<file path="src/design/flash_regs_defs.svh">
// register offsets, field positions, reset values and timing counts
//
// Functional notes
// - array unlock key register is write-only; correct key unlocks; reads return zero.
// - option unlock key register is write-only; correct key enables option writes; reads zero.
// - busy flag, status bit 0, high while program or erase runs.
// - program error flag, status bit 2, when target word was not erased.
// - protect error flag, status bit 4, when programming a protected address.
// - completion flag, status bit 5, set each time an operation finishes.
// - control bit 0 selects array program, bit 4 option program.
// - control bit 1 page erase, bit 2 mass erase, bit 5 option erase.
// - start bit 6 only set by software; cleared when busy clears.
// - lock bit 7 accepts only ones, locks control register, resets to one.
// - option programming allowed only while option write enable bit 9 set.
// - error interrupt enable bit 10 raises interrupt while either error flag set.
// - completion interrupt enable bit 12 raises interrupt while completion flag set.
// - address register updated by hardware to the address in use or last used; the code loads it only from software writes made while not busy.
// - option error bit 0 when byte mismatches complement; both bytes forced erased; the code flags no error when byte and complement are both erased.
// - option status bit 1 shows read protection active.
// - user option byte at 9:2, user data bytes at 17:10 and 25:18.
// - option status contents come from option bytes loaded at reset.
// - write protect status register read-only, zero means protected, resets all ones; the code loads the option image protect word at reset instead.
// - each protect bit guards two consecutive 2KB pages; cleared bit protects.
`ifndef FLASH_REGS_DEFS_SVH
`define FLASH_REGS_DEFS_SVH

`define OFS_ARRAY_KEY 8'h04
`define OFS_OPTION_KEY 8'h08
`define OFS_STATUS 8'h0c
`define OFS_CONTROL 8'h10
`define OFS_ADDRESS 8'h14
`define OFS_OPTION_STATUS 8'h1c
`define OFS_PROTECT_STATUS 8'h20

`define STS_BUSY 0
`define STS_PROG_ERR 2
`define STS_PROT_ERR 4
`define STS_DONE 5

`define CTL_PROG 0
`define CTL_PAGE_ERASE 1
`define CTL_MASS_ERASE 2
`define CTL_OPT_PROG 4
`define CTL_OPT_ERASE 5
`define CTL_START 6
`define CTL_LOCK 7
`define CTL_OPT_WEN 9
`define CTL_ERR_IE 10
`define CTL_DONE_IE 12
`define CTL_WRITE_MASK 32'h0000_1637

`define CONTROL_RESET 32'h0000_0080
`define STATUS_RESET 32'h0000_0000
`define ADDRESS_RESET 32'h0000_0000
`define PROTECT_RESET 32'h ffff_ffff

`define OPT_ERR_BIT 0
`define OPT_RDP_BIT 1
`define OPT_USER_LSB 2
`define OPT_USER_BYTE_ZERO_LSB 10
`define OPT_USER_BYTE_ONE_LSB 18
`define OPT_STATUS_RESET 32'h03ff_fffc
`define RDP_OPEN_CODE 8'ha5
`define ERASED_BYTE 8'hff
`define ERASED_HALF 16'hffff

// page index lsb: 2KB pages; protect group is page/2
`define PAGE_LSB 11
`define GROUP_LSB 12

// operation durations in ns, converted to cycles at 4 ns
`define CLK_PERIOD_NS 4
`define PROG_TIME_NS 40
`define ERASE_TIME_NS 400
`define PROG_CYCLES ((`PROG_TIME_NS + `CLK_PERIOD_NS - 1) / `CLK_PERIOD_NS)
`define ERASE_CYCLES ((`ERASE_TIME_NS + `CLK_PERIOD_NS - 1) / `CLK_PERIOD_NS)

`endif

</file>
<file path="src/design/flash_regs_pkg.sv">
// types shared by the flash register block
package flash_regs_pkg;

  typedef struct packed {
    logic [7:0] addr;
    logic [31:0] wdata;
    logic wr;
    logic rd;
  } reg_req_t;

  // raw option bytes and their complements as loaded from the array
  typedef struct packed {
    logic [7:0] rdp;
    logic [7:0] rdp_n;
    logic [7:0] user;
    logic [7:0] user_n;
    logic [7:0] user_byte_zero;
    logic [7:0] user_byte_zero_n;
    logic [7:0] user_byte_one;
    logic [7:0] user_byte_one_n;
    logic [31:0] protect;
    logic [31:0] protect_n;
  } option_image_t;

  typedef enum logic [2:0] {
    ST_IDLE = 3'b001,
    ST_CHECK = 3'b010,
    ST_RUN = 3'b100
  } op_state_t;

endpackage

</file>
<file path="src/design/flash_program_erase_regs.sv">
// software register set and operation sequencer of the flash controller
`timescale 1ns/10ps
`default_nettype none
`include "flash_regs_defs.svh"

module flash_program_erase_regs #(
  parameter logic [31:0] ARRAY_UNLOCK_VALUE = 32'h1234_5678,
  parameter logic [31:0] ARRAY_UNLOCK_VALUE2 = 32'h9abc_def0,
  parameter logic [31:0] OPTION_UNLOCK_VALUE = 32'h1234_5678,
  parameter logic [31:0] OPTION_UNLOCK_VALUE2 = 32'h9abc_def0
) (
  // clock and reset
  input wire logic clk_in,
  input wire logic srst_in,
  // register port
  input wire flash_regs_pkg::reg_req_t req_in,
  output logic [31:0] rdata_out,
  // option bytes loaded at reset, stable while srst_in high
  input wire flash_regs_pkg::option_image_t option_image_in,
  // flash array side: old contents of the target word
  input wire logic [15:0] array_rdata_in,
  // flash array side: operation strobes
  output logic array_prog_out,
  output logic array_erase_out,
  output logic [31:0] array_addr_out,
  // interrupt line to the core
  output logic irq_out
);

  ////////////////////////////////////////////////////////////////////////////

  flash_regs_pkg::op_state_t state_r;
  logic [31:0] control_r;
  logic busy_r;
  logic prog_err_r;
  logic prot_err_r;
  logic done_r;
  logic [31:0] address_r;
  logic [31:0] option_status_r;
  logic [31:0] protect_r;
  logic [1:0] unlock_step_r;
  logic [1:0] opt_step_r;
  logic [7:0] cycle_cnt_r;
  logic [7:0] cycle_cnt_nxt;
  logic [15:0] array_rdata_s1_r;
  logic [15:0] array_rdata_s2_r;
  logic op_selected;
  logic op_allowed;
  logic finish;
  logic wr_ctl;
  logic wr_sts;
  logic [31:0] next_control;
  logic is_prog;
  logic prot_fail;
  logic prog_fail;
  logic check_fail;
  flash_regs_pkg::option_image_t option_s1_r;
  flash_regs_pkg::option_image_t option_s2_r;

  // pick erased value when byte and complement disagree, flagging error unless both read erased
  function automatic logic byte_bad(input logic [7:0] b, input logic [7:0] bn);
    byte_bad = ((b ^ bn) != 8'hff) && !(b == `ERASED_BYTE && bn == `ERASED_BYTE);
  endfunction

  function automatic logic [7:0] byte_pick(input logic [7:0] b, input logic [7:0] bn);
    byte_pick = byte_bad(b, bn) ? `ERASED_BYTE : b;
  endfunction

  // request passed in so a continuous assign sees every change of it
  function automatic logic hit(input flash_regs_pkg::reg_req_t r, input logic [7:0] a);
    hit = r.wr && (r.addr == a);
  endfunction

  // protect bit of the 4KB group holding an address; zero means guarded
  function automatic logic group_open(input logic [31:0] prot, input logic [31:0] a);
    group_open = prot[a[`GROUP_LSB +: 5]];
  endfunction

  ////////////////////////////////////////////////////////////////////////////

  assign wr_ctl = hit(req_in, `OFS_CONTROL);
  assign wr_sts = hit(req_in, `OFS_STATUS);
  assign op_selected = |{control_r[`CTL_PROG], control_r[`CTL_PAGE_ERASE], control_r[`CTL_MASS_ERASE],
                         control_r[`CTL_OPT_PROG], control_r[`CTL_OPT_ERASE]};
  assign op_allowed = !(control_r[`CTL_OPT_PROG] || control_r[`CTL_OPT_ERASE]) || control_r[`CTL_OPT_WEN];
  assign finish = (state_r == flash_regs_pkg::ST_RUN) && (cycle_cnt_r == 8'h00);

  ////////////////////////////////////////////////////////////////////////////
  // checks made in the cycle after busy rises

  assign is_prog = control_r[`CTL_PROG];
  assign prot_fail = is_prog && !group_open(protect_r, address_r);
  // synced word trails a fresh address by three cycles, so a start written in the next cycle is checked against the old word
  assign prog_fail = is_prog && (array_rdata_s2_r != `ERASED_HALF);
  // one term for every abort, so start and busy fall together
  assign check_fail = prot_fail || prog_fail || !op_allowed;

  // lock only settable; locked writes ignored
  always_comb begin
    next_control = control_r;
    if (wr_ctl) begin
      if (!control_r[`CTL_LOCK]) begin
        next_control = (control_r & ~`CTL_WRITE_MASK) | (req_in.wdata & `CTL_WRITE_MASK);
        next_control[`CTL_START] = control_r[`CTL_START] | req_in.wdata[`CTL_START];
      end
      next_control[`CTL_LOCK] = control_r[`CTL_LOCK] | req_in.wdata[`CTL_LOCK];
    end
  end

  ////////////////////////////////////////////////////////////////////////////
  // key sequences: two words in order unlock

  always_ff @(posedge clk_in) begin
    if (srst_in) begin
      unlock_step_r <= 2'h0;
    end else if (hit(req_in, `OFS_ARRAY_KEY)) begin
      if (unlock_step_r == 2'h0 && req_in.wdata == ARRAY_UNLOCK_VALUE) begin
        unlock_step_r <= 2'h1;
      end else if (unlock_step_r == 2'h1 && req_in.wdata == ARRAY_UNLOCK_VALUE2) begin
        unlock_step_r <= 2'h2;
      end else begin
        unlock_step_r <= 2'h0;
      end
    end else if (unlock_step_r == 2'h2) begin
      unlock_step_r <= 2'h0;
    end
  end

  always_ff @(posedge clk_in) begin
    if (srst_in) begin
      opt_step_r <= 2'h0;
    end else if (hit(req_in, `OFS_OPTION_KEY)) begin
      if (opt_step_r == 2'h0 && req_in.wdata == OPTION_UNLOCK_VALUE) begin
        opt_step_r <= 2'h1;
      end else if (opt_step_r == 2'h1 && req_in.wdata == OPTION_UNLOCK_VALUE2) begin
        opt_step_r <= 2'h2;
      end else begin
        opt_step_r <= 2'h0;
      end
    end else if (opt_step_r == 2'h2) begin
      opt_step_r <= 2'h0;
    end
  end

  ////////////////////////////////////////////////////////////////////////////

  always_ff @(posedge clk_in) begin
    if (srst_in) begin
      control_r <= `CONTROL_RESET;
    end else begin
      control_r <= next_control;
      if (unlock_step_r == 2'h2) begin
        control_r[`CTL_LOCK] <= 1'b0;
      end
      if (opt_step_r == 2'h2 && !control_r[`CTL_LOCK]) begin
        control_r[`CTL_OPT_WEN] <= 1'b1;
      end
      // start drops with busy, on an abort too, else idle would start again
      if (finish || (state_r == flash_regs_pkg::ST_CHECK && check_fail)) begin
        control_r[`CTL_START] <= 1'b0;
      end
    end
  end

  // array data crosses from the flash macro domain
  always_ff @(posedge clk_in) begin
    if (srst_in) begin
      array_rdata_s1_r <= 16'h0000;
      array_rdata_s2_r <= 16'h0000;
    end else begin
      array_rdata_s1_r <= array_rdata_in;
      array_rdata_s2_r <= array_rdata_s1_r;
    end
  end

  ////////////////////////////////////////////////////////////////////////////
  // operation sequencer

  always_comb begin
    cycle_cnt_nxt = cycle_cnt_r;
    if (state_r == flash_regs_pkg::ST_RUN && cycle_cnt_r != 8'h00) begin
      cycle_cnt_nxt = cycle_cnt_r - 8'h01;
    end
  end

  always_ff @(posedge clk_in) begin
    if (srst_in) begin
      state_r <= flash_regs_pkg::ST_IDLE;
      busy_r <= 1'b0;
      cycle_cnt_r <= 8'h00;
      array_prog_out <= 1'b0;
      array_erase_out <= 1'b0;
    end else begin
      cycle_cnt_r <= cycle_cnt_nxt;
      array_prog_out <= 1'b0;
      array_erase_out <= 1'b0;
      case (state_r)
        flash_regs_pkg::ST_IDLE: begin
          if (control_r[`CTL_START] && op_selected) begin
            busy_r <= 1'b1;
            state_r <= flash_regs_pkg::ST_CHECK;
          end
        end
        flash_regs_pkg::ST_CHECK: begin
          if (prot_fail) begin
            busy_r <= 1'b0;
            state_r <= flash_regs_pkg::ST_IDLE;
          end else if (prog_fail) begin
            busy_r <= 1'b0;
            state_r <= flash_regs_pkg::ST_IDLE;
          end else if (!op_allowed) begin
            busy_r <= 1'b0;
            state_r <= flash_regs_pkg::ST_IDLE;
          end else begin
            state_r <= flash_regs_pkg::ST_RUN;
            array_prog_out <= control_r[`CTL_PROG] | control_r[`CTL_OPT_PROG];
            array_erase_out <= ~(control_r[`CTL_PROG] | control_r[`CTL_OPT_PROG]);
            cycle_cnt_r <= (control_r[`CTL_PROG] | control_r[`CTL_OPT_PROG]) ?
                           8'(`PROG_CYCLES) : 8'(`ERASE_CYCLES);
          end
        end
        flash_regs_pkg::ST_RUN: begin
          if (finish) begin
            busy_r <= 1'b0;
            state_r <= flash_regs_pkg::ST_IDLE;
          end
        end
        default: begin
          busy_r <= 1'b0;
          state_r <= flash_regs_pkg::ST_IDLE;
        end
      endcase
    end
  end

  ////////////////////////////////////////////////////////////////////////////
  // status flags: hardware set wins over software write-one clear

  always_ff @(posedge clk_in) begin
    if (srst_in) begin
      prog_err_r <= 1'b0;
      prot_err_r <= 1'b0;
      done_r <= 1'b0;
    end else begin
      if (wr_sts && req_in.wdata[`STS_PROG_ERR]) begin
        prog_err_r <= 1'b0;
      end
      if (wr_sts && req_in.wdata[`STS_PROT_ERR]) begin
        prot_err_r <= 1'b0;
      end
      if (wr_sts && req_in.wdata[`STS_DONE]) begin
        done_r <= 1'b0;
      end
      if (state_r == flash_regs_pkg::ST_CHECK && control_r[`CTL_PROG]) begin
        if (!protect_r[address_r[`GROUP_LSB +: 5]]) begin
          prot_err_r <= 1'b1;
        end else if (array_rdata_s2_r != `ERASED_HALF) begin
          prog_err_r <= 1'b1;
        end
      end
      if (finish) begin
        done_r <= 1'b1;
      end
    end
  end

  always_ff @(posedge clk_in) begin
    if (srst_in) begin
      address_r <= `ADDRESS_RESET;
      array_addr_out <= `ADDRESS_RESET;
    end else begin
      if (hit(req_in, `OFS_ADDRESS) && !busy_r) begin
        address_r <= req_in.wdata;
      end
      array_addr_out <= address_r;
    end
  end

  ////////////////////////////////////////////////////////////////////////////
  // option load, captured during reset

  // image arrives from the array loader; two stages before anything reads it
  always_ff @(posedge clk_in) begin
    option_s1_r <= option_image_in;
    option_s2_r <= option_s1_r;
  end

  // loaded bytes
  // limitation: reset must stand three edges for a clean capture
  always_ff @(posedge clk_in) begin
    if (srst_in) begin
      option_status_r <= `OPT_STATUS_RESET;
      option_status_r[`OPT_ERR_BIT] <= byte_bad(option_s2_r.rdp, option_s2_r.rdp_n) |
                                        byte_bad(option_s2_r.user, option_s2_r.user_n) |
                                        byte_bad(option_s2_r.user_byte_zero, option_s2_r.user_byte_zero_n) |
                                        byte_bad(option_s2_r.user_byte_one, option_s2_r.user_byte_one_n);
      option_status_r[`OPT_RDP_BIT] <= byte_pick(option_s2_r.rdp, option_s2_r.rdp_n) != `RDP_OPEN_CODE;
      option_status_r[`OPT_USER_LSB +: 8] <= byte_pick(option_s2_r.user, option_s2_r.user_n);
      option_status_r[`OPT_USER_BYTE_ZERO_LSB +: 8] <= byte_pick(option_s2_r.user_byte_zero, option_s2_r.user_byte_zero_n);
      option_status_r[`OPT_USER_BYTE_ONE_LSB +: 8] <= byte_pick(option_s2_r.user_byte_one, option_s2_r.user_byte_one_n);
      protect_r <= option_s2_r.protect;
    end
  end

  ////////////////////////////////////////////////////////////////////////////

  always_ff @(posedge clk_in) begin
    if (srst_in) begin
      irq_out <= 1'b0;
    end else begin
      irq_out <= (control_r[`CTL_ERR_IE] & (prog_err_r | prot_err_r)) | (control_r[`CTL_DONE_IE] & done_r);
    end
  end

  // key registers read zero; unmapped reads zero
  always_ff @(posedge clk_in) begin
    if (srst_in) begin
      rdata_out <= 32'h0000_0000;
    end else begin
      rdata_out <= 32'h0000_0000;
      if (req_in.rd) begin
        case (req_in.addr)
          `OFS_STATUS: begin
            rdata_out[`STS_BUSY] <= busy_r;
            rdata_out[`STS_PROG_ERR] <= prog_err_r;
            rdata_out[`STS_PROT_ERR] <= prot_err_r;
            rdata_out[`STS_DONE] <= done_r;
          end
          `OFS_CONTROL: begin
            rdata_out <= control_r;
          end
          `OFS_ADDRESS: begin
            rdata_out <= address_r;
          end
          `OFS_OPTION_STATUS: begin
            rdata_out <= option_status_r;
          end
          `OFS_PROTECT_STATUS: begin
            rdata_out <= protect_r;
          end
          default: begin
            rdata_out <= 32'h0000_0000;
          end
        endcase
      end
    end
  end

endmodule
`default_nettype wire

</file>
<file path="config.mk">
export PLATFORM = sky130hd
export DESIGN_NAME = flash_program_erase_regs
export DESIGN_NICKNAME = d
export VERILOG_FILES = /design/src/design/flash_regs_pkg.sv /design/src/design/flash_program_erase_regs.sv
export VERILOG_INCLUDE_DIRS = /design/src /design/src/design
export SDC_FILE = /design/constraint.sdc
export NUM_CORES = 1
export LEC_CHECK = 0
export ABC_AREA = 1
export BUFFER_PORTS_ARGS = -buffer_cell sky130_fd_sc_hd__buf_2
export CAP_MARGIN = 10
export CORE_ASPECT_RATIO = 2
export CORE_MARGIN = 10
export CORE_UTILIZATION = 58
export CTS_CLUSTER_DIAMETER = 100
export DETAILED_ROUTE_END_ITERATION = 8
export GPL_ROUTABILITY_DRIVEN = 0
export PLACE_DENSITY = 0.92
export REMOVE_ABC_BUFFERS = 1
export SLEW_MARGIN = 20
export SYNTH_ARGS = -nofsm -noshare
export SYNTH_HDL_FRONTEND = slang
export SYNTH_SLANG_ARGS = --single-unit
export TNS_END_PERCENT = 5
</file>
<file path="constraint.sdc">
create_clock -name clk_in -period 4 [get_ports clk_in]
set_clock_uncertainty 0.1 [all_clocks]
set_input_delay 1 -clock clk_in [delete_from_list [all_inputs] [get_ports clk_in]]
set_output_delay 1 -clock clk_in [all_outputs]
set_load 0.05 [all_outputs]
</file>
==> metrics.md, run 1 <==
| Metric | Value |
|---|---|
| Syn. warnings | 0 |
| Power consumption | 0.00793 W |
| Final global-route overflow total | 0 |
| Post-CTS repair timing setup buffer count | 0 |
| Portion of total power attributed to the clock network | 41.6% |
| Setup repair after global routing missed its margin | no |
| Hold-fix buffer count after cts | 0 |
| Mean cell area of the mapped netlist | 10.3 µm² |
| Detailed-router iteration count before antenna repair | 6 |
| Area after detailed placement | 13900 µm² |
| XOR/XNOR Fraction of Synth Area | 0.349% |
| Area share of the largest cell type after synthesis | 56.2% |
| Compound-gate portion of the synthesized area | 8.38% |
| Fill cell total of the finished layout | 1494 |
| Die Area | 28300 µm² |
| Status | completed |
| Placed Cells incl. Taps | 1680 |
| Post-detailed-route wirelength per cell | 17.9 µm |
| Clock tree from TritonCTS | done |
| Relative slew slack | 48.6% |
| Total negative slack | 0 ps |
| Detail-routed via count per cell | 5.28 |
| Largest family of logic cells by synthesized area | simple AND/OR/NAND/NOR gates |
| Slew Limit Fails | 0 |
| Cell with the largest stage delay on the worst path | sky130_fd_sc_hd__dfxtp_1 |
| Top Family by Delay on Critical Path | flip-flops |
| Number of buffers and inverters on the critical path | 1 |
| Buffers on Ports | 222 |
| Type of the worst min-delay path | reg -> reg |
| Element type at the critical path start | register |
| Starting density of the core | 58.6% |
| Count of distinct cell types in the synthesized netlist | 45 |
| Number of CTS-inserted buffers | 31 |
| Power dissipated by switching net loads | 0.00164 W |
| Total standard cell area after synthesis | 12500 µm² |
| Number of sinks on the clock net | 410 |
| Simple-gate share of the synthesized area | 14.5% |
| Placed wire-length estimate | 22100 µm |
| Crit path required time | 2900 ps |
| Max IR drop VDD | 0.000422 V |
| Fraction of the yosys area taken by sequential cells | 70.1% |
| Fraction of layout instances using a drive strength above 1 | 20.9% |
| Fin Hold WS | 221 ps |
| Total of max-cap violations | 0 |
| Delay of the slowest cell on the worst path | 380 ps |
| Worst Path Arrival | 1240 ps |
| Count of vias placed by the detailed router | 9203 |
| Maximum level of the CTS H-tree | 1 |
| Multiplexer share of the synthesized area | 0% |
| Post_cts resized | 0 |
| Antenna violations before repair | 5 |
| Post-synthesis to final-layout area growth | 19.8% |
| Cell at the root of the clock tree | sky130_fd_sc_hd__clkbuf_16 |
| Clock buffer depth | 3 |
| Largest cells by area after synthesis | sky130_fd_sc_hd__dfxtp_1 (56%), sky130_fd_sc_hd__edfxtp_1 (14%), sky130_fd_sc_hd__nand2_1 (6.4%), sky130_fd_sc_hd__inv_1 (4.8%), sky130_fd_sc_hd__nor2_1 (3.2%) |
| Post-synth top flop | sky130_fd_sc_hd__dfxtp_1 |
| Logic gate share of total power | 3.1% |
| Internal Dissipation | 0.00629 W |
| 1st-iter DRT viols | 733 |
| Biggest fanout along the worst timing path | 1 |
| Total core area | 21400 µm² |
| Post-synthesis sequential element count | 410 |
| Share of synthesized cell area in full adder, half adder and majority cells | 0.200% |
| Gate count after technology mapping | 1214 |
| First-pass GRT wire length | 48300 µm |
| Count of pins on the block boundary | 255 |
| Final Hold Vio Count | 0 |
| Detailed Route WL | 31200 µm |
| Setup violations, final | 0 |
| Library cell with the largest summed area after synthesis | sky130_fd_sc_hd__dfxtp_1 |
| Final worst-path cycle share | 58.6% |
| Site row count | 76 |
| Y dimension of the die | 228 µm |
| Die width | 124 µm |
| Number of cells in the finished layout apart from fillers | 1742 |
| Power per Cell Area | 528 nW/µm² |
| Latest clock arrival within the worst-skew pair | 580 ps |
| Number of nets in the layout | 1630 |
| Post-synth EDFFs | 58 |
| Switching share of power | 20.7% |
| Count of nets left with antenna violations after detail routing | 0 |
| Type of destination of the critical path | output port |
| Reg power frac | 55.3% |
| Pin count of the biggest net entering global routing | 133 |
| Min cycle time layout | 2340 ps |
| Measured slew at the worst slew-check pin | 770 ps |
| Post-route design area | 15000 µm² |
| Remaining design rule violation count | 0 |
| Critical path cell sequence | buf_2 |
| Async SR Flop Fraction | 0% |
| Leakage component of the power | 6.66 nW |
| Upper clock frequency limit | 427 MHz |
| Vias in the first global route | 9264 |
| Clock slew seen by the registers of the worst setup and hold paths | 70 ps |
| Startpoint-to-endpoint class of the critical path | reg -> out |
| GRT Resource Usage Total | 21.8% |
-- power groups by stage --
stage	clock (W)	combinational [W]	sequential (W)
after floorplan	0	0.0000941	0.00446
after global placement	0	0.000225	0.00447
final	0.00330	0.000244	0.00439
after CTS	0.00335	0.000242	0.00439
after detailed placement	0	0.000237	0.00448
after global routing	0.00351	0.000272	0.00440
-- registers in the layout, summed over array words and instances, names as in the netlist, 2 cells and up --
| name | count |
|---|---|
| address_r | 32 |
| array_addr_out | 32 |
| array_rdata_s1_r | 16 |
| array_rdata_s2_r | 16 |
| control_r | 10 |
| cycle_cnt_r | 8 |
| opt_step_r | 2 |
| option_s1_r | 96 |
| option_s2_r | 96 |
| option_status_r | 26 |
| protect_r | 32 |
| rdata_out | 32 |
| state_r | 3 |
| unlock_step_r | 2 |
-- layer usage --
| metal | global-route usage (%) | share of wire [%] | vias to the layer above |
|---|---|---|---|
| met1 | 22.4 | 33 | 4165 |
| li1 | - | - | 4381 |
| met4 | 14.4 | 6.8 | 2 |
| met3 | 4.01 | 7.5 | 142 |
| met5 | 0 | 0.035 | - |
| met2 | 38.5 | 53 | 513 |
-- worst paths after layout --
kind         depth (start not counted)                       to  slack, ps                        from
max                                  1            rdata_out[29]       1660    rdata_out[29]$_SDFF_PP0_
min                                  0  option_s2_r[70]$_DFF_P_        220     option_s1_r[70]$_DFF_P_
max reg2reg                         13      busy_r$_SDFFE_PP0P_       1750  address_r[12]$_SDFFE_PP0P_
min reg2reg                          0  option_s2_r[70]$_DFF_P_        220     option_s1_r[70]$_DFF_P_
-- area by class of cell --
cell class | instances | area (µm²) | area share (%)
antenna | 4 | 10.0 | 0.0667
clock buffer | 45 | 946 | 6.30
clock inverter | 13 | 183 | 1.22
inverter | 164 | 623 | 4.15
multi-input combinational | 603 | 2940 | 19.6
sequential | 410 | 8790 | 58.5
tap | 273 | 342 | 2.28
timing repair buffer | 230 | 1190 | 7.90
-- cells in the mapped netlist, types with 3 or more instances --
library cell / count
sky130_fd_sc_hd__nand4_1: 14
sky130_fd_sc_hd__dfxtp_1: 352
sky130_fd_sc_hd__nand2_2: 3
sky130_fd_sc_hd__o21ai_1: 6
sky130_fd_sc_hd__a221oi_1: 7
sky130_fd_sc_hd__nor4_1: 15
sky130_fd_sc_hd__clkbuf_1: 20
sky130_fd_sc_hd__nand3_1: 35
sky130_fd_sc_hd__nand2_1: 213
sky130_fd_sc_hd__edfxtp_1: 58
sky130_fd_sc_hd__nor2_1: 108
sky130_fd_sc_hd__nor2_2: 3
sky130_fd_sc_hd__inv_1: 159
sky130_fd_sc_hd__nor3_2: 3
sky130_fd_sc_hd__nor3_1: 16
sky130_fd_sc_hd__a22o_1: 8
sky130_fd_sc_hd__a211oi_1: 4
sky130_fd_sc_hd__o22ai_1: 16
sky130_fd_sc_hd__a21oi_1: 59
sky130_fd_sc_hd__xor2_1: 5
sky130_fd_sc_hd__inv_2: 3
sky130_fd_sc_hd__o211ai_1: 18
sky130_fd_sc_hd__buf_2: 8
sky130_fd_sc_hd__buf_6: 3
sky130_fd_sc_hd__nand3_2: 3
sky130_fd_sc_hd__o21ai_0: 48
-- cells by family after synthesis --
kind of cell / after synthesis
fa+ha+maj: 2
xor+xnor: 5
simple gates: 419
buf+inv: 201
compound gates: 177
flops: 410
-- cell usage in the layout, fill, tap and decap left out, types with 8 or more instances in the layout --
master | netlist | layout
sky130_fd_sc_hd__dfxtp_1 | 352 | 352
sky130_fd_sc_hd__buf_2 | 8 | 221
sky130_fd_sc_hd__nand2_1 | 213 | 213
sky130_fd_sc_hd__inv_1 | 159 | 159
sky130_fd_sc_hd__nor2_1 | 108 | 108
sky130_fd_sc_hd__a21oi_1 | 59 | 59
sky130_fd_sc_hd__edfxtp_1 | 58 | 58
sky130_fd_sc_hd__o21ai_0 | 48 | 48
sky130_fd_sc_hd__nand3_1 | 35 | 35
sky130_fd_sc_hd__clkbuf_16 | 0 | 34
sky130_fd_sc_hd__o211ai_1 | 18 | 18
sky130_fd_sc_hd__nor3_1 | 16 | 16
sky130_fd_sc_hd__o22ai_1 | 16 | 16
sky130_fd_sc_hd__nor4_1 | 15 | 15
sky130_fd_sc_hd__nand4_1 | 14 | 14
sky130_fd_sc_hd__a22o_1 | 8 | 8
sky130_fd_sc_hd__buf_4 | 1 | 8
-- metrics by stage --
| step | worst slack (ps) | utilization [%] |
|---|---|---|
| after global routing | 1590 | 70.2 |
| final | 1660 | 70.2 |
| after global placement | 1230 | 64.8 |
| after detailed placement | 1190 | 64.8 |
| after floorplan | 1140 | - |
| after CTS | 1640 | 70.1 |
Power figures use the tool's default switching activity.
==> run 2, diff against run 1 <==
--- a/config.mk
+++ b/config.mk
@@ -11,11 +11,11 @@
 export CAP_MARGIN = 10
 export CORE_ASPECT_RATIO = 2
 export CORE_MARGIN = 10
-export CORE_UTILIZATION = 58
+export CORE_UTILIZATION = 48
 export CTS_CLUSTER_DIAMETER = 100
 export DETAILED_ROUTE_END_ITERATION = 8
 export GPL_ROUTABILITY_DRIVEN = 0
-export PLACE_DENSITY = 0.92
+export PLACE_DENSITY = 0.82
 export REMOVE_ABC_BUFFERS = 1
 export SLEW_MARGIN = 20
 export SYNTH_ARGS = -nofsm -noshare
==> constraint.sdc (replaced) <==
create_clock -name clk_in -period 2.1 [get_ports clk_in]
set_clock_uncertainty 0.1 [all_clocks]
set_input_delay 0.525 -clock clk_in [delete_from_list [all_inputs] [get_ports clk_in]]
set_output_delay 0.525 -clock clk_in [all_outputs]
set_load 0.05 [all_outputs]
==> run 2 against run 1 <==
Against the previous run: non-clock buffer count is 112 higher; worst hold slack worse by 200 ps; via count is 2.7% higher; largest cell class unchanged; largest power group unchanged; clock-buffer cell count is 1 lower; sequential share of layout area is 4.3 points lower; cell area is 8.0% higher; global-route usage is 2.4 points lower; first-iteration DRC count is 5.7% lower; critical endpoint is now cycle_cnt_r[7]$_SDFF_PP0_; clock power is 92% higher; critical path type is now reg -> reg.
==> metrics.md, run 2 (same netlist as run 1, synthesis figures left out) <==
| Metric | Value |
|---|---|
| Biggest fanout along the worst timing path | 6 (was 1) |
| Clock slew seen by the registers of the worst setup and hold paths | 70 ps (about the same) |
| Power per Cell Area | 944 nW/µm² (was 528 nW/µm²) |
| Critical path cell sequence | inv_1 > ha_1 > nand3_2 > o21ai_4 > inv_2 > nand2_1 > nor3_2 > nand2_1 > nor2_2 > xor2_1 > nor2_1 (was buf_2) |
| Vias in the first global route | 9888 (was 9264) |
| Met3 Wirelength | 1740 µm (was 2350 µm) |
| Setup violations, final | 0 (unchanged) |
| Type of destination of the critical path | register (was output port) |
| Worst Path Arrival | 2240 ps (was 1240 ps) |
| Crit path required time | 2420 ps (was 2900 ps) |
| Latest clock arrival within the worst-skew pair | 540 ps (was 580 ps) |
| Die width | 134 µm (was 124 µm) |
| Placed wire-length estimate | 23300 µm (was 22100 µm) |
| Remaining design rule violation count | 0 (unchanged) |
| Delay of the slowest cell on the worst path | 360 ps (was 380 ps) |
| Count of vias placed by the detailed router | 9449 (was 9203) |
| Final Hold Vio Count | 0 (unchanged) |
| Post-synthesis to final-layout area growth | 29.3% (was 19.8%) |
| Type of the worst min-delay path | in -> reg (was reg -> reg) |
| Setup repair after global routing missed its margin | no (unchanged) |
| Leakage component of the power | 7.16 nW (was 6.66 nW) |
| Clock tree from TritonCTS | done (unchanged) |
| Startpoint of the worst-slack reg-to-reg timing path | cycle_cnt_r[1]$_SDFF_PP0_ (was address_r[12]$_SDFFE_PP0P_) |
| Post-detailed-route wirelength per cell | 17.2 µm (was 17.9 µm) |
| Top library cells by usage in the layout, fill and taps aside | sky130_fd_sc_hd__dfxtp_1 (352), sky130_fd_sc_hd__buf_2 (221), sky130_fd_sc_hd__nand2_1 (213), sky130_fd_sc_hd__inv_1 (159), sky130_fd_sc_hd__nor2_1 (107) (was sky130_fd_sc_hd__dfxtp_1 (352), sky130_fd_sc_hd__buf_2 (221), sky130_fd_sc_hd__nand2_1 (213), sky130_fd_sc_hd__inv_1 (159), sky130_fd_sc_hd__nor2_1 (108)) |
| Y dimension of the die | 249 µm (was 228 µm) |
| Antenna violations before repair | 4 (was 5) |
| Number of CTS-inserted buffers | 34 (was 31) |
| Status | completed (unchanged) |
| Power consumption | 0.0153 W (was 0.00793 W) |
| Count of nets left with antenna violations after detail routing | 0 (unchanged) |
| Startpoint-to-endpoint class of the critical path | reg -> reg (was reg -> out) |
| GRT Resource Usage Total | 19.4% (was 21.8%) |
| Pin count of the biggest net entering global routing | 87 (was 133) |
| Area after detailed placement | 14100 µm² (was 13900 µm²) |
| Count of pins on the block boundary | 255 (unchanged) |
| Detail-routed via count per cell | 4.91 (was 5.28) |
| Starting density of the core | 48.7% (was 58.6%) |
| Number of nets in the layout | 1745 (was 1630) |
| Cell seen most often among critical-path stages | sky130_fd_sc_hd__nand2_1 |
| Detail Route met2 WL | 17800 µm (was 16500 µm) |
| Upper clock frequency limit | 523 MHz |
| Number of sinks on the clock net | 410 (unchanged) |
| Site row count | 83 (was 76) |
| Cell at the root of the clock tree | sky130_fd_sc_hd__clkbuf_16 (unchanged) |
| Top Family by Delay on Critical Path | simple AND/OR/NAND/NOR gates (was flip-flops) |
| Max IR drop VDD | 0.000888 V (was 0.000422 V) |
| Worst hold path startpoint | option_image_in[62] (was option_s1_r[70]$_DFF_P_) |
| Clock buffer depth | 3 (unchanged) |
| Critical path startpoint | cycle_cnt_r[1]$_SDFF_PP0_ (was rdata_out[29]$_SDFF_PP0_) |
| Most common cell after layout, fill and taps aside | sky130_fd_sc_hd__dfxtp_1 (unchanged) |
| Post-route design area | 16200 µm² (was 15000 µm²) |
| Number of buffers and inverters on the critical path | 2 (was 1) |
| Buffers on Ports | 222 (unchanged) |
| Maximum level of the CTS H-tree | 2 (was 1) |
| First-pass GRT wire length | 51200 µm (was 48300 µm) |
| Met1 routed wirelength after detailed routing | 11400 µm (was 10100 µm) |
| Top layer in use | met4 (was met5) |
| Fill cell total of the finished layout | 2032 (was 1494) |
| Measured slew at the worst slew-check pin | 673 ps (was 770 ps) |
| Min cycle time layout | 1910 ps |
| Final global-route overflow total | 0 (unchanged) |
| Fraction of layout instances using a drive strength above 1 | 20.9% (about the same) |
| Die Area | 33400 µm² (was 28300 µm²) |
| 1st-iter DRT viols | 691 (was 733) |
| Detailed-router iteration count before antenna repair | 5 (was 6) |
| Element type at the critical path start | register (unchanged) |
| Total of max-cap violations | 0 (unchanged) |
| Final worst-path cycle share | 91.1% |
| Detailed Route WL | 33100 µm (was 31200 µm) |
| Slew Limit Fails | 0 (unchanged) |
| Cell with the largest stage delay on the worst path | sky130_fd_sc_hd__dfxtp_1 (unchanged) |
| Total core area | 25800 µm² (was 21400 µm²) |
| Relative slew slack | 55.1% (was 48.6%) |
| Registers with the most flip-flops | option_s1_r x96, option_s2_r x96 (unchanged) |
==> run 2: worst register-to-register path, delay by kind of cell (launching register included) <==
| family | cells | cell delay (ps) |
|---|---|---|
| xor+xnor | 1 | 160 |
| simple gates | 6 | 710 |
| fa+ha+maj | 1 | 180 |
| buf+inv | 2 | 190 |
| flops | 1 | 360 |
| compound gates | 1 | 110 |
==> run 2: per-stage QoR <==
step	hold slack (ps)	setup TNS, ps	setup slack, ps	util (%)	std cells
floorplan	210	-6330	-282	-	1177
global placement	210	0	24.4	54.8	1766
detailed placement	212	-253	-50.4	54.8	1766
CTS	0.235	0	145	62.7	1917
global route	0.0696	0	6.34	62.9	1924
finish	23.3	0	186	62.9	1924
==> run 2: what timing repair did <==
item,CTS,global route
endpoints found under the hold margin,90,2
gates resized for setup,0,3
hold buffers,90,2
endpoints found under the setup margin,0,1
buffers inserted,0,1
==> run 2: area by class of cell <==
type	instances	area [µm²]	share of cell area (%)
antenna	4	10.0	0.0617
multi-input combinational	603	2950	18.2
inverter	164	623	3.84
sequential	410	8790	54.2
clock inverter	17	160	0.988
tap	340	425	2.62
clock buffer	44	972	6.00
timing repair buffer	342	2280	14.1
==> run 2: layer usage <==
| layer | GRT usage, % | vias to the layer above |
|---|---|---|
| li1 | - | 4618 |
| met1 | 18.6 | 4347 |
| met2 | 35.9 | 366 |
| met3 | 3.53 | 118 |
| met4 | 13.3 | 0 |
| met5 | 0 | - |
==> run 2: path summary, 6_finish.rpt <==
kind | endpoint | slack, ps | depth (start not counted)
worst max-delay path | cycle_cnt_r[7]$_SDFF_PP0_ | 190 | 11
worst min-delay path | option_s1_r[62]$_DFF_P_ | 20 | 1
worst max register to register | cycle_cnt_r[7]$_SDFF_PP0_ | 190 | 11
worst min register to register | option_s2_r[50]$_DFF_P_ | 230 | 0
==> run 2: report_power, final <==
group | total [W] | leakage [nW] | switching, W | internal [W]
Combinational | 0.000615 | 3.15 | 0.000305 | 0.000309
Clock | 0.00633 | 0.555 | 0.00286 | 0.00347
Sequential | 0.00836 | 3.45 | 0.000124 | 0.00824
Total | 0.0153 | 7.16 | 0.00329 | 0.0120
